**src/verilog/ext_osc_pkg.sv**
```systemverilog
package ext_osc_pkg;
  // Register decode
  localparam logic [7:0] OSC_CTRL_ADDR    = 8'h9F;
  localparam logic [7:0] OSC_CTRL_PAGE    = 8'h0F;
  localparam logic [7:0] OSC_CTRL_RESET   = 8'h00;
  // Field positions
  localparam int VALID_BIT      = 7;
  localparam int MODE_MSB       = 6;
  localparam int MODE_LSB       = 4;
  localparam int UNUSED_BIT     = 3;
  localparam int RANGE_MSB      = 2;
  localparam int RANGE_LSB      = 0;
  // Mode select codes
  localparam logic [2:0] MODE_OFF0      = 3'h0;
  localparam logic [2:0] MODE_OFF1      = 3'h1;
  localparam logic [2:0] MODE_CMOS      = 3'h2;
  localparam logic [2:0] MODE_CMOS_DIV2 = 3'h3;
  localparam logic [2:0] MODE_RC        = 3'h4;
  localparam logic [2:0] MODE_CAP       = 3'h5;
  localparam logic [2:0] MODE_XTAL      = 3'h6;
  localparam logic [2:0] MODE_XTAL_DIV2 = 3'h7;
  // Stability detection: edges of the crystal input needed before valid
  localparam int XTAL_STABLE_EDGES = 64;
  localparam int STABLE_CNT_W      = 8;
endpackage

```
**src/verilog/external_oscillator_control.sv**
```systemverilog
`timescale 1ns/10ps
`default_nettype none
module external_oscillator_control
  import ext_osc_pkg::*;
#(
  parameter int STABLE_EDGES = XTAL_STABLE_EDGES
) (
  // Clock and reset
  input  wire logic       clk_in,
  input  wire logic       rst_n_in,
  // Special-function register port
  input  wire logic [7:0] sfr_page_in,
  input  wire logic [7:0] sfr_addr_in,
  input  wire logic       sfr_wr_in,
  input  wire logic       sfr_rd_in,
  input  wire logic [7:0] sfr_wdata_in,
  output logic      [7:0] sfr_rdata_out,
  output logic            sfr_sel_out,
  // Oscillator pin side
  input  wire logic       crystal_input_pin_in,
  // Analog drive controls
  output logic      [2:0] ext_osc_mode_select_out,
  output logic      [2:0] ext_osc_range_control_out,
  output logic            osc_enable_out,
  output logic            crystal_drive_en_out,
  output logic            div2_en_out,
  output logic            crystal_valid_flag_out
);
  typedef enum logic [2:0] {
    XS_OFF     = 3'b001,
    XS_SETTLE  = 3'b010,
    XS_VALID   = 3'b100
  } xtal_state_t;

  logic [2:0]  mode_ff;
  logic [2:0]  nxt_mode;
  logic [2:0]  range_ff;
  logic [2:0]  nxt_range;
  logic [7:0]  rdata_ff;
  logic [7:0]  nxt_rdata;
  logic        sel_ff;
  logic        nxt_sel;
  xtal_state_t state_ff;
  xtal_state_t nxt_state;
  logic        osc_en_ff;
  logic        nxt_osc_en;
  logic        xtal_en_ff;
  logic        nxt_xtal_en;
  logic        div2_ff;
  logic        nxt_div2;
  logic        valid_ff;
  logic        nxt_valid;
  logic        hit;
  logic        wr_hit;
  logic        rd_hit;
  logic        xtal_mode;
  logic        stable;

  function automatic logic is_xtal(input logic [2:0] m);
    return m[2:1] == MODE_XTAL[2:1];
  endfunction

  function automatic logic is_off(input logic [2:0] m);
    return m[2:1] == MODE_OFF0[2:1];
  endfunction

  function automatic logic is_div2(input logic [2:0] m);
    return (m == MODE_CMOS_DIV2) || (m == MODE_XTAL_DIV2);
  endfunction

  // Unused bit reads zero whatever was written to it
  function automatic logic [7:0] read_image(input logic       valid,
                                            input logic [2:0] mode,
                                            input logic [2:0] range);
    logic [7:0] img;
    img                      = OSC_CTRL_RESET;
    img[VALID_BIT]           = valid;
    img[MODE_MSB:MODE_LSB]   = mode;
    img[UNUSED_BIT]          = 1'b0;
    img[RANGE_MSB:RANGE_LSB] = range;
    return img;
  endfunction

  osc_edge_counter #(
    .STABLE_EDGES (STABLE_EDGES)
  ) u_stable (
    .clk_in     (clk_in),
    .rst_n_in   (rst_n_in),
    .enable_in  (xtal_mode),
    .osc_in     (crystal_input_pin_in),
    .stable_out (stable)
  );

  // Page and address come from the core on this clock, no synchroniser
  assign hit       = (sfr_addr_in == OSC_CTRL_ADDR) && (sfr_page_in == OSC_CTRL_PAGE);
  assign wr_hit    = hit && sfr_wr_in;
  assign rd_hit    = hit && sfr_rd_in;
  assign xtal_mode = is_xtal(mode_ff);

  // Bits 7 and 3 of a write are dropped
  always_comb begin
    nxt_mode  = mode_ff;
    nxt_range = range_ff;
    if (wr_hit) begin
      nxt_mode  = sfr_wdata_in[MODE_MSB:MODE_LSB];
      nxt_range = sfr_wdata_in[RANGE_MSB:RANGE_LSB];
    end
  end

  always_ff @(posedge clk_in) begin
    if (!rst_n_in) begin
      mode_ff  <= OSC_CTRL_RESET[MODE_MSB:MODE_LSB];
      range_ff <= OSC_CTRL_RESET[RANGE_MSB:RANGE_LSB];
    end else begin
      mode_ff  <= nxt_mode;
      range_ff <= nxt_range;
    end
  end

  // Image built from old fields, so a read beside a write returns the old value
  always_comb begin
    nxt_sel   = rd_hit || wr_hit;
    nxt_rdata = rdata_ff;
    if (rd_hit) begin
      nxt_rdata = read_image(valid_ff, mode_ff, range_ff);
    end
  end

  always_ff @(posedge clk_in) begin
    if (!rst_n_in) begin
      rdata_ff <= OSC_CTRL_RESET;
      sel_ff   <= 1'b0;
    end else begin
      rdata_ff <= nxt_rdata;
      sel_ff   <= nxt_sel;
    end
  end

  // Valid only after settle; software must still wait its own delay
  always_comb begin
    nxt_state = state_ff;
    case (state_ff)
      XS_OFF:    if (is_xtal(mode_ff)) nxt_state = XS_SETTLE;
      XS_SETTLE: begin
        if (!is_xtal(mode_ff)) nxt_state = XS_OFF;
        else if (stable) nxt_state = XS_VALID;
      end
      XS_VALID:  if (!is_xtal(mode_ff) || !stable) nxt_state = XS_OFF;
      default:   nxt_state = XS_OFF;
    endcase
    nxt_valid = (nxt_state == XS_VALID);
  end

  always_ff @(posedge clk_in) begin
    if (!rst_n_in) begin
      state_ff <= XS_OFF;
      valid_ff <= 1'b0;
    end else begin
      state_ff <= nxt_state;
      valid_ff <= nxt_valid;
    end
  end

  // Drive enables lag the mode field by one cycle
  always_comb begin
    nxt_osc_en  = !is_off(mode_ff);
    nxt_xtal_en = xtal_mode;
    nxt_div2    = is_div2(mode_ff);
  end

  always_ff @(posedge clk_in) begin
    if (!rst_n_in) begin
      osc_en_ff  <= 1'b0;
      xtal_en_ff <= 1'b0;
      div2_ff    <= 1'b0;
    end else begin
      osc_en_ff  <= nxt_osc_en;
      xtal_en_ff <= nxt_xtal_en;
      div2_ff    <= nxt_div2;
    end
  end

  assign sfr_rdata_out             = rdata_ff;
  assign sfr_sel_out               = sel_ff;
  assign ext_osc_mode_select_out   = mode_ff;
  assign ext_osc_range_control_out = range_ff;
  assign osc_enable_out            = osc_en_ff;
  assign crystal_drive_en_out      = xtal_en_ff;
  assign div2_en_out               = div2_ff;
  assign crystal_valid_flag_out    = valid_ff;
endmodule
`default_nettype wire

```
**src/verilog/osc_edge_counter.sv**
```systemverilog
`timescale 1ns/10ps
`default_nettype none
module osc_edge_counter
  import ext_osc_pkg::*;
#(
  parameter int STABLE_EDGES = XTAL_STABLE_EDGES
) (
  // Clock and reset
  input  wire logic clk_in,
  input  wire logic rst_n_in,
  // Control
  input  wire logic enable_in,
  input  wire logic osc_in,
  // Status
  output logic      stable_out
);
  logic                    sync1_ff;
  logic                    sync2_ff;
  logic                    prev_ff;
  logic [STABLE_CNT_W-1:0] cnt_ff;
  logic [STABLE_CNT_W-1:0] nxt_cnt;
  logic                    stable_ff;
  logic                    nxt_stable;

  always_comb begin
    nxt_cnt    = cnt_ff;
    nxt_stable = stable_ff;
    if (!enable_in) begin
      nxt_cnt    = '0;
      nxt_stable = 1'b0;
    end else if (sync2_ff && !prev_ff && !stable_ff) begin
      if (cnt_ff == STABLE_CNT_W'(STABLE_EDGES - 1)) begin
        nxt_stable = 1'b1;
      end
      nxt_cnt = cnt_ff + 1'b1;
    end
  end

  // Pin is asynchronous, two stages before use
  always_ff @(posedge clk_in) begin
    if (!rst_n_in) begin
      sync1_ff  <= 1'b0;
      sync2_ff  <= 1'b0;
      prev_ff   <= 1'b0;
      cnt_ff    <= '0;
      stable_ff <= 1'b0;
    end else begin
      sync1_ff  <= osc_in;
      sync2_ff  <= sync1_ff;
      prev_ff   <= sync2_ff;
      cnt_ff    <= nxt_cnt;
      stable_ff <= nxt_stable;
    end
  end

  assign stable_out = stable_ff;
endmodule
`default_nettype wire
```
**config.mk**
```make
export PLATFORM = sky130hd
export DESIGN_NAME = external_oscillator_control
export DESIGN_NICKNAME = d
export VERILOG_FILES = /design/src/verilog/ext_osc_pkg.sv /design/src/verilog/external_oscillator_control.sv /design/src/verilog/osc_edge_counter.sv
export SDC_FILE = /design/constraint.sdc
export NUM_CORES = 1
export LEC_CHECK = 0
export BUFFER_PORTS_ARGS = -buffer_cell sky130_fd_sc_hd__buf_4
export CORE_MARGIN = 2
export CORE_UTILIZATION = 43
export DETAILED_ROUTE_END_ITERATION = 8
export PLACE_DENSITY = 0.74
export SKIP_LAST_GASP = 1
export SLEW_MARGIN = 20
export SYNTH_ARGS = -nofsm -noshare
export SYNTH_HDL_FRONTEND = slang
export SYNTH_SLANG_ARGS = --single-unit
```
**constraint.sdc**
```tcl
create_clock -name clk_in -period 1.4 [get_ports clk_in]
set_input_delay 0.07 -clock clk_in [delete_from_list [all_inputs] [get_ports clk_in]]
set_output_delay 0.07 -clock clk_in [all_outputs]
set_load 0.02 [all_outputs]
```
Word-level counts from Yosys, hierarchy flattened

Index checks and enable logic that the tools add are counted.

Word-level logic and storage cells: 45
Register bits: 33
Output and inout port bits: 19
Input port bits: 29

Equal/unequal tests: 10
Multiplexer cells: 5
Add/sub/neg operators: 1
Reduce and logical (&&, ||, !) cells: 15

Operator list:

| operator              | number |
|---|---|
| $mux W3               | 4 |
| $eq A3 B3 Y1 const B  | 3 |
| $pmux W3 S3           | 1 |
| $add A8 B1 Y8 const B | 1 |
| $eq A8 B4 Y1 const B  | 1 |
| $eq A8 B6 Y1 const B  | 1 |
| $eq A8 B8 Y1 const B  | 1 |
| $eq A3 B2 Y1 const B  | 2 |
| $logic_and A1 B1 Y1   | 5 |
| $logic_not A1 Y1      | 4 |
| $reduce_and A2 Y1     | 2 |
| $eq A3 B1 Y1 const B  | 1 |
| $logic_or A1 B1 Y1    | 3 |
| $eq A2 B2 Y1 const B  | 1 |
| $logic_not A2 Y1      | 1 |

Longest topological paths before layout

Gate-level depths: netlist of run 1.

Depth in word-level cells: 6
Mapped depth: 5
Mapped depth without buffers: 4

By module

A second synthesis of run 1 with hierarchy kept.

Cell total of the unflattened synthesis: 132
Area total of the unflattened synthesis: 1,320.0 um^2

By module, submodules not included:

| module                      | times used | area an instance (um^2) | cells an instance | seq. area each (um^2) |
|---|---|---|---|---|
| external_oscillator_control | 1          | 837.1                   | 82                | 420.4 |
| osc_edge_counter            | 1          | 483.0                   | 50                | 240.2 |

Worst setup path before layout of run 1

No wires, ideal clock.

Path type: in2reg
Start point: input sfr_addr_in[5]
End point: register rdata_ff[0], in the netlist sfr_rdata_out[0]
Data arrival time: 1,265 ps
Buffers on the path: 0
Stages on the path: 4
Setup slack: 14 ps
Path through: or4b_4 > nor4_4 > nand2_4 > mux2i_1

Cells in the longest elaborated chain, start to end: 3

Ends and longest elaborated chain:

| what                 | RTL line                           | RTL |
|---|---|---|
| from (decl)          | external_oscillator_control.sv:13  | `input wire logic [7:0] sfr_addr_in,` |
| $eq A8 B8 Y1         | external_oscillator_control.sv:95  | `assign hit = (sfr_addr_in == OSC_CTRL_ADDR) && (sfr_page_in == OSC_CTRL_PAGE);` |
| $logic_and A1 B1 Y1  | external_oscillator_control.sv:95  |  |
| $logic_and A1 B1 Y1  | external_oscillator_control.sv:97  | `assign rd_hit = hit && sfr_rd_in;` |
| to (signal assigned) | external_oscillator_control.sv:134 | `rdata_ff <= nxt_rdata;` |
| to (decl)            | external_oscillator_control.sv:39  | `logic [7:0] rdata_ff;` |

Every way passes these cells.
A chain may end at the register's enable or synchronous reset.

Final worst setup path of run 1

Start point: register u_stable.stable_ff, in the netlist u_stable.stable_out
End point: register u_stable.cnt_ff[6]

Cells in the longest elaborated chain, start to end: 2

Ends and longest elaborated chain:

| what                   | RTL line               | RTL |
|---|---|---|
| from (decl)            | osc_edge_counter.sv:22 | `logic stable_ff;` |
| from (signal assigned) | osc_edge_counter.sv:52 | `stable_ff <= nxt_stable;` |
| $logic_not A1 Y1       | osc_edge_counter.sv:31 | `end else if (sync2_ff && !prev_ff && !stable_ff) begin` |
| $logic_and A1 B1 Y1    | osc_edge_counter.sv:31 |  |
| to (signal assigned)   | osc_edge_counter.sv:51 | `cnt_ff <= nxt_cnt;` |
| to (decl)              | osc_edge_counter.sv:20 | `logic [STABLE_CNT_W-1:0] cnt_ff;` |

Every way passes these cells.

==> results.json, run 1 <==
{
  "status": "completed",
  "end_kind": "flip-flop",
  "syn-cell-area_um2": 1280,
  "synthCells": 127,
  "grt_pass1_wl_um": 4640,
  "skew_ns": 0.0145,
  "cp_cell_sequence": "nor3b_2 -> buf_4 -> nand4_1 -> xor2_1 -> nor2_1",
  "cts_buffers": 5,
  "grt-ovfl-total": 0,
  "synth_fp_nets": 157,
  "io_buffers": 44,
  "first_pass_iters": 4,
  "clock_latency_ns": 0.33,
  "power_density_nw_per_um2": 989,
  "root_buffer": "clkbuf_4",
  "num_vias": 1064,
  "route.detailed.wl_per_inst_um": 12.7,
  "pin_count": 48,
  "wl_um": 2710,
  "hold_viol_final": 0,
  "area_growth_pct": 40.8,
  "arrival_ns": 1.45,
  "synth_top_family_by_area": "simple AND/OR/NAND/NOR gates",
  "synth.distinct_cells": 28,
  "h-tree-depth": 2,
  "ys_ff_latch": 33,
  "holdCritPathClass": "input port to flip-flop",
  "maxSlewViolCount": 0,
  "fin_nets": 212,
  "max_cap_viol_count": 0,
  "synth-seq-area-share_pct": 51.7,
  "cts_tree": "done",
  "muxShareOfSynthArea_pct": 11.0,
  "synthArstFlopShare_pct": 0,
  "layout_commonest_cell": "buf_4",
  "synthAdderAreaFrac_pct": 0.978,
  "drive_gt1_share_pct": 32.2,
  "numClockSinks": 33,
  "cts_setup_buffers": 0,
  "vdd_drop_max_uv": 1090,
  "drc": 0,
  "slowest_stage": "dfxtp_1",
  "drtIter0Drc": 26,
  "crit_type": "flip-flop to flip-flop",
  "die_y_um": 58.5,
  "antenna-diode-count": 0,
  "avgSynthCellArea_um2": 10.1,
  "p_leak_nw": 0.873,
  "core_um2": 2780,
  "grt_pass1_vias": 1065,
  "die_area_um2": 3430,
  "setup_viol": 0,
  "yosysWarnings": 0,
  "p_total_mw": 1.78,
  "synth-simple-area-share_pct": 25.3,
  "rsz0062_at_grt": "no",
  "synth_edf_count": 0,
  "max_freq_ghz": 0.815,
  "max_stage_delay_ns": 0.38,
  "fin_crit_ns": 1.23,
  "postRouteAntennaNets": 0,
  "die_x_um": 58.5,
  "synth_xor_area_share_pct": 5.48,
  "grt_antenna_before_repair": 0,
  "via_per_inst": 4.97,
  "synth_compound_area_share_pct": 2.94,
  "final.period_utilization_pct": 87.6,
  "place_congestion": 0.719,
  "layout_common_cells": "46 x buf_4, 33 x dfxtp_1, 22 x nand2_1",
  "synth_ff_type": "dfxtp_1",
  "clk_pin_slew_worst_paths_ns": 0.10,
  "rows": 19,
  "dp.final_hpwl_um": 2030,
  "placed_cells_incl_taps": 199,
  "startpoint_type": "flip-flop",
  "final_cells": 214,
  "critPathMaxFanout": 8,
  "grt.total_usage_pct": 18.2,
  "grt_max_degree": 28,
  "initial_core_util_pct": 46.0,
  "hold-worst-slack_ns": 0.0862,
  "clockBufferDepth": 2,
  "cp.required_ns": 1.62
}
flip-flops by register name, summed over array words and instances (netlist names), 3 cells and up:
name / cells
u_stable.cnt_ff: 8
sfr_rdata_out: 7
ext_osc_mode_select_out: 3
ext_osc_range_control_out: 3
state_ff: 3
metrics by stage:
| stage | TNS (ns) | cell area [um2] | util [%] | worst slack [ns] |
|---|---|---|---|---|
| final | 0 | 1800 | 64.7 | 0.173 |
| after global routing | 0 | 1800 | 64.7 | 0.0605 |
| after CTS | 0 | 1790 | 64.2 | 0.135 |
| after detailed placement | -2.16 | 1640 | 59.0 | -0.168 |
| after global placement | -1.84 | 1640 | 59.0 | -0.138 |
| after floorplan | 0 | 1280 | - | 0.0144 |
worst max-delay path: cells and delay by family (launching register included):
kind                   cells  cell delay, ns
flip-flops                 1            0.38
AND/OR/NAND/NOR            3            0.40
XOR/XNOR                   1            0.17
buffers and inverters      1            0.17
Yosys cell counts (2+ instances only):
cell type / n / area [um2]
dfxtp_1: 33 / 661
nand2_1: 22 / 82.6
mux2i_1: 14 / 140
nor2_1: 8 / 30.0
nand4_1: 6 / 37.5
xor2_1: 6 / 52.6
clkbuf_1: 4 / 15.0
nor3_1: 4 / 20.0
and2_1: 3 / 18.8
and3_1: 3 / 18.8
a21oi_1: 2 / 10.0
inv_1: 2 / 7.51
nand2_4: 2 / 22.5
nor4b_1: 2 / 17.5
o21a_1: 2 / 15.0
xnor2_1: 2 / 17.5
cell type report:
cell class,instances,area [um2]
Sequential cell,33,661
Inverter,2,7.51
Fill cell,212,981
Timing Repair Buffer,53,415
Multi-Input combinational cell,87,593
Clock buffer,7,55.1
Clock inverter,1,30.0
Tap cell,31,38.8
kinds of logic after synthesis:
group / Yosys count
compound gates: 6
buf+inv: 7
simple gates: 57
mux: 14
xor+xnor: 8
fa+ha+maj: 1
flops: 33
other cells: 1
path summary, 6_finish.rpt:
check        cells past startpoint  slack [ns]           startpoint                      endpoint
max                              5        0.17  u_stable.stable_out            u_stable.cnt_ff[6]
min                              3        0.09            sfr_wr_in  ext_osc_range_control_out[0]
max reg2reg                      5        0.17  u_stable.stable_out            u_stable.cnt_ff[6]
min reg2reg                      1        0.43    u_stable.sync1_ff             u_stable.sync2_ff
per-layer routing:
layer,GRT usage (%),wire [um],up-vias
li1,-,-,538
met2,31.9,1540,20
met5,0,0,-
met3,6.81,113,2
met1,20.2,1040,504
met4,5.98,17,0
power breakdown:
part / total, mW / leakage (nW) / switching, mW / internal, mW
Clock: 0.735 / 0.0455 / 0.309 / 0.427
Sequential: 0.943 / 0.266 / 0.00113 / 0.941
Combinational: 0.103 / 0.562 / 0.0347 / 0.0687
repair_timing:
action	4_1_cts	5_1_grt
setup endpoints to repair	0	1
gates resized for setup	0	1
hold buffers	6	1
endpoints found under the hold margin	6	1
No activity file was read; power rests on OpenSTA's default activity.
==> run 2: changes to the inputs <==
Settings changed: CAP_MARGIN set to 20, CORE_UTILIZATION 43 to 45.
Clock period 1.4 ns to 1.2 ns, I/O delays scaled along.
==> results.json, run 2 (same netlist as run 1, synthesis figures left out) <==
{
  "status": "completed",
  "cp.required_ns": 1.47,
  "min_to": "sfr_sel_out",
  "wl_um": 2850,
  "max_stage_delay_ns": 0.35,
  "worstHoldStart": "sfr_wr_in",
  "core_um2": 2730,
  "dp.final_hpwl_um": 2000,
  "hold_viol_final": 0,
  "preCtsSetupSlack_ns": -0.393,
  "layout_common_cells": "53 x buf_4, 31 x dfxtp_1, 22 x nand2_1",
  "num_vias": 1091,
  "fin_nets": 219,
  "route.detailed.wl_per_inst_um": 12.9,
  "clockBufferDepth": 2,
  "io_buffers": 44,
  "max_freq_ghz": 0.868,
  "root_buffer": "clkbuf_4",
  "die_x_um": 57.3,
  "slowest_stage": "dfxtp_2",
  "timing.final.ws_setup_ns": 0.0479,
  "reg2reg_to": "u_stable.cnt_ff[4]",
  "skew_ns": 0.00954,
  "top_register": "u_stable.cnt_ff",
  "via_per_inst": 4.94,
  "initial_core_util_pct": 46.8,
  "arrival_ns": 1.43,
  "die_area_um2": 3280,
  "clk_pin_slew_worst_paths_ns": 0.10,
  "drtIter0Drc": 9,
  "layout_commonest_cell": "buf_4",
  "grt.total_usage_pct": 18.6,
  "r2r_cells": 5,
  "place_congestion": 0.799,
  "antenna-diode-count": 0,
  "grt_antenna_before_repair": 0,
  "maxSlewViolCount": 0,
  "end_kind": "flip-flop",
  "vdd_drop_max_uv": 1140,
  "holdCritPathClass": "input port to flip-flop",
  "largest_register_ffs": 8,
  "pin_count": 48,
  "area_growth_pct": 46.9,
  "final.period_utilization_pct": 96.0,
  "drive_gt1_share_pct": 36.3,
  "cp_cell_sequence": "nor3b_4 -> buf_4 -> nand4_1 -> xor2_1 -> nor2_1",
  "reg2reg_slack_ns": 0.05,
  "startpoint_type": "flip-flop",
  "h-tree-depth": 2,
  "power_density_nw_per_um2": 1200,
  "first_pass_iters": 4,
  "max_cap_viol_count": 0,
  "numClockSinks": 33,
  "p_leak_nw": 0.915,
  "r2r_start": "u_stable.stable_out",
  "critPathMaxFanout": 4,
  "setup_viol": 0,
  "grt_max_degree": 27,
  "min_path_cells": 3,
  "grt-ovfl-total": 0,
  "postRouteAntennaNets": 0,
  "cts_tree": "done",
  "die_y_um": 57.3,
  "cts_buffers": 5,
  "rows": 19,
  "grt_pass1_wl_um": 4590,
  "rsz0062_at_grt": "yes",
  "clock_latency_ns": 0.33,
  "grt_pass1_vias": 1037,
  "drc": 0,
  "final_core_util_pct": 68.7,
  "crit_type": "flip-flop to flip-flop",
  "fin_crit_ns": 1.15
}
==> run 2: area by class of cell <==
type | instances | area, um2
fillers | 220 | 856
multi-input cells | 87 | 598
well taps | 31 | 38.8
clock inverters | 3 | 65.1
repair buffers | 60 | 468
flip-flops and latches | 33 | 663
inverters | 2 | 7.51
clock buffers | 5 | 37.5
==> run 2: worst max path at each step <==
| stage | depth (start not counted) | endpoint | slack, ns | startpoint |
|---|---|---|---|---|
| finish | 5 | u_stable.cnt_ff[4] | 0.05 | u_stable.stable_out |
| detailed placement | 5 | sfr_rdata_out[0] | -0.39 | sfr_addr_in[5] |
| CTS | 6 | sfr_rdata_out[0] | 0.04 | sfr_page_in[5] |
| global placement | 5 | sfr_rdata_out[7] | -0.32 | sfr_addr_in[5] |
| global route | 5 | u_stable.cnt_ff[7] | -0.04 | u_stable.prev_ff |
| floorplan | 4 | sfr_rdata_out[0] | -0.17 | sfr_addr_in[5] |
==> run 2: per-stage QoR <==
stage	instance area, um2	TNS (ns)	hold slack [ns]	total power [mW]	std cells
2_1_floorplan	1280	-2.32	0.187	1.16	127
3_3_place_gp	1680	-4.51	0.270	1.23	203
3_5_place_dp	1680	-5.31	0.271	1.23	203
4_1_cts	1880	0	0.0682	2.27	221
5_1_grt	1880	-0.0895	0.0849	2.33	221
6_report	1880	0	0.0733	2.26	221
==> run 2: power breakdown <==
part           internal [mW]  switching [mW]  total (mW)
combinational         0.0872          0.0457       0.133
sequential              1.10         0.00145        1.10
clock                  0.645           0.378        1.02
==> run 2: routing by layer <==
metal	GRT usage [%]	vias to the layer above	wire length, um
met5	0	-	0
met4	7.97	0	57
met3	6.80	6	181
met2	32.5	32	1470
met1	20.2	504	1140
li1	-	549	-
==> run 2: critical path, delay by kind of cell (launching register included) <==
family	cells	cell delay, ns
xor gates and xnor gates	1	0.16
buffers and inverters	1	0.17
and+or+nand+nor	3	0.42
DFF	1	0.35
==> run 2: repair_timing <==
| item | CTS | global route |
|---|---|---|
| gates cloned | 0 | 0 |
| hold endpoints to repair | 7 | 0 |
| hold buffers | 7 | 0 |
| endpoints found under the setup margin | 16 | 3 |
| setup buffers | 3 | 0 |
| resized for setup | 1 | 2 |
| pin swaps | 2 | 2 |
==> run 3: changes to the inputs <==
Settings changed: CTS_BUF_LIST set to sky130_fd_sc_hd__clkbuf_16.
==> results.json, run 3 (same netlist as run 1, synthesis figures left out) <==
{
  "numClockSinks": 33,
  "power_frac_seq_pct": 38.6,
  "place_congestion": 0.799,
  "power_density_nw_per_um2": 1470,
  "clockBufferDepth": 2,
  "max_cap_viol_count": 0,
  "p_total_mw": 2.85,
  "top_register": "u_stable.cnt_ff",
  "reg2reg_to": "u_stable.cnt_ff[6]",
  "n_fill_cell": 199,
  "layout_commonest_cell": "buf_4",
  "use_met3_pct": 6.12,
  "cp.required_ns": 1.37,
  "critPathMaxFanout": 3,
  "drive_gt1_share_pct": 37.8,
  "min_path_cells": 3,
  "area_growth_pct": 52.2,
  "end_kind": "flip-flop",
  "power_frac_clock_pct": 57.1,
  "p_int_mw": 2.36,
  "p_leak_nw": 0.927,
  "r2r_start": "u_stable.stable_out",
  "grt_antenna_before_repair": 0,
  "die_area_um2": 3280,
  "preCtsSetupSlack_ns": -0.393,
  "grt_use_met1_pct": 21.1,
  "min_to": "ext_osc_mode_select_out[2]",
  "cts_tree": "done",
  "pwr-share-comb_pct": 4.2,
  "crit_type": "flip-flop to flip-flop",
  "holdCritPathClass": "input port to flip-flop",
  "postRouteAntennaNets": 0,
  "h-tree-depth": 2,
  "initial_core_util_pct": 46.8,
  "first_pass_iters": 4,
  "fin_crit_ns": 1.21,
  "drc": 0,
  "arrival_ns": 1.38,
  "max_freq_ghz": 0.824,
  "final.period_utilization_pct": 101,
  "die_y_um": 57.3,
  "core_um2": 2730,
  "worstHoldStart": "sfr_wdata_in[6]",
  "grt.total_usage_pct": 18.9,
  "clock_latency_ns": 0.28,
  "grt-ovfl-total": 0,
  "switching_share_pct": 17.2,
  "largest_register_ffs": 8,
  "grt_pass1_wl_um": 4710,
  "wl_um": 2860,
  "timing.final.ws_setup_ns": -0.0129,
  "status": "complete, but fails checks",
  "reg2reg_slack_ns": -0.01,
  "seqCellArea_um2": 662,
  "cts_buffers": 5,
  "die_x_um": 57.3,
  "fin_nets": 214,
  "clk_pin_slew_worst_paths_ns": 0.05,
  "maxSlewViolCount": 0,
  "skew_ns": 0.00532,
  "violations": "setup timing",
  "grt-busiest-layer": "met2",
  "route.detailed.wl_per_inst_um": 13.2,
  "root_buffer": "clkbuf_16",
  "dp.final_hpwl_um": 2000,
  "num_vias": 1089,
  "grt_max_degree": 27,
  "startpoint_type": "flip-flop",
  "r2r_cells": 5,
  "hold_viol_final": 0,
  "gr-usage-met2_pct": 32.5,
  "drtIter0Drc": 9,
  "antenna-diode-count": 0,
  "pin_count": 48,
  "rsz0062_at_grt": "yes",
  "layout_common_cells": "51 x buf_4, 32 x dfxtp_1, 22 x nand2_1",
  "vdd_drop_max_uv": 1270,
  "via_per_inst": 5.04,
  "io_buffers": 44,
  "p_sw_mw": 0.490,
  "setup_viol": 1,
  "grt_pass1_vias": 1051,
  "rows": 19,
  "multi_input_area_um2": 621
}
run 3: per-stage QoR:
step | TNS, ns | hold WS [ns] | utilization (%) | area (um2) | instances
final | -0.0129 | 0.0394 | 71.2 | 1950 | 216
after global routing | -0.624 | 0.0506 | 71.2 | 1950 | 216
after CTS | -0.00523 | 0.0370 | 70.5 | 1930 | 215
after detailed placement | -5.31 | 0.271 | 61.3 | 1680 | 203
after global placement | -4.51 | 0.270 | 61.3 | 1680 | 203
after floorplan | -2.32 | 0.187 | - | 1280 | 127
run 3: worst max path at each step:
stage | endpoint | depth (start not counted) | startpoint | slack (ns)
finish | u_stable.cnt_ff[6] | 5 | u_stable.stable_out | -0.01
global route | sfr_rdata_out[5] | 6 | sfr_page_in[6] | -0.06
CTS | sfr_rdata_out[5] | 6 | sfr_page_in[7] | -0.004
detailed placement | sfr_rdata_out[0] | 5 | sfr_addr_in[5] | -0.39
global placement | sfr_rdata_out[7] | 5 | sfr_addr_in[5] | -0.32
floorplan | sfr_rdata_out[0] | 4 | sfr_addr_in[5] | -0.17
run 3: layer usage:
layer / vias up / wire length, um
li1: 546 / -
met2: 33 / 1440
met1: 505 / 1170
met4: 0 / 54
met3: 5 / 196
met5: - / 0
run 3: what timing repair did:
item / in CTS / in global routing
endpoints found under the setup margin: 18 / 20
endpoints found under the hold margin: 1 / 0
hold buffers: 1 / 0
gates resized for setup: 5 / 3
pin swaps: 4 / 5
setup buffers: 3 / 1
run 3: worst max-delay path: stages, from the launching register on:
cell     delay [ns]
dfxtp_2        0.34
nor3b_4        0.24
buf_4          0.16
nand4_1        0.15
xor2_1         0.17
nor2_1         0.05
run 3: power by group through the flow:
stage	registers, mW	logic (mW)	clock network (mW)
3_5_place_dp	1.13	0.107	0
6_report	1.10	0.121	1.63
5_1_grt	1.10	0.130	1.69
4_1_cts	1.10	0.118	1.65
3_3_place_gp	1.13	0.105	0
2_1_floorplan	1.12	0.0360	0
run 3: final cells by class:
class	instances	share of cell area [%]
flip-flops and latches	33	34.0
multi-input cells	87	31.9
repair buffers	55	21.9
clock buffers	5	6.43
clock inverters	3	3.34
well taps	31	1.99
inverters	2	0.386
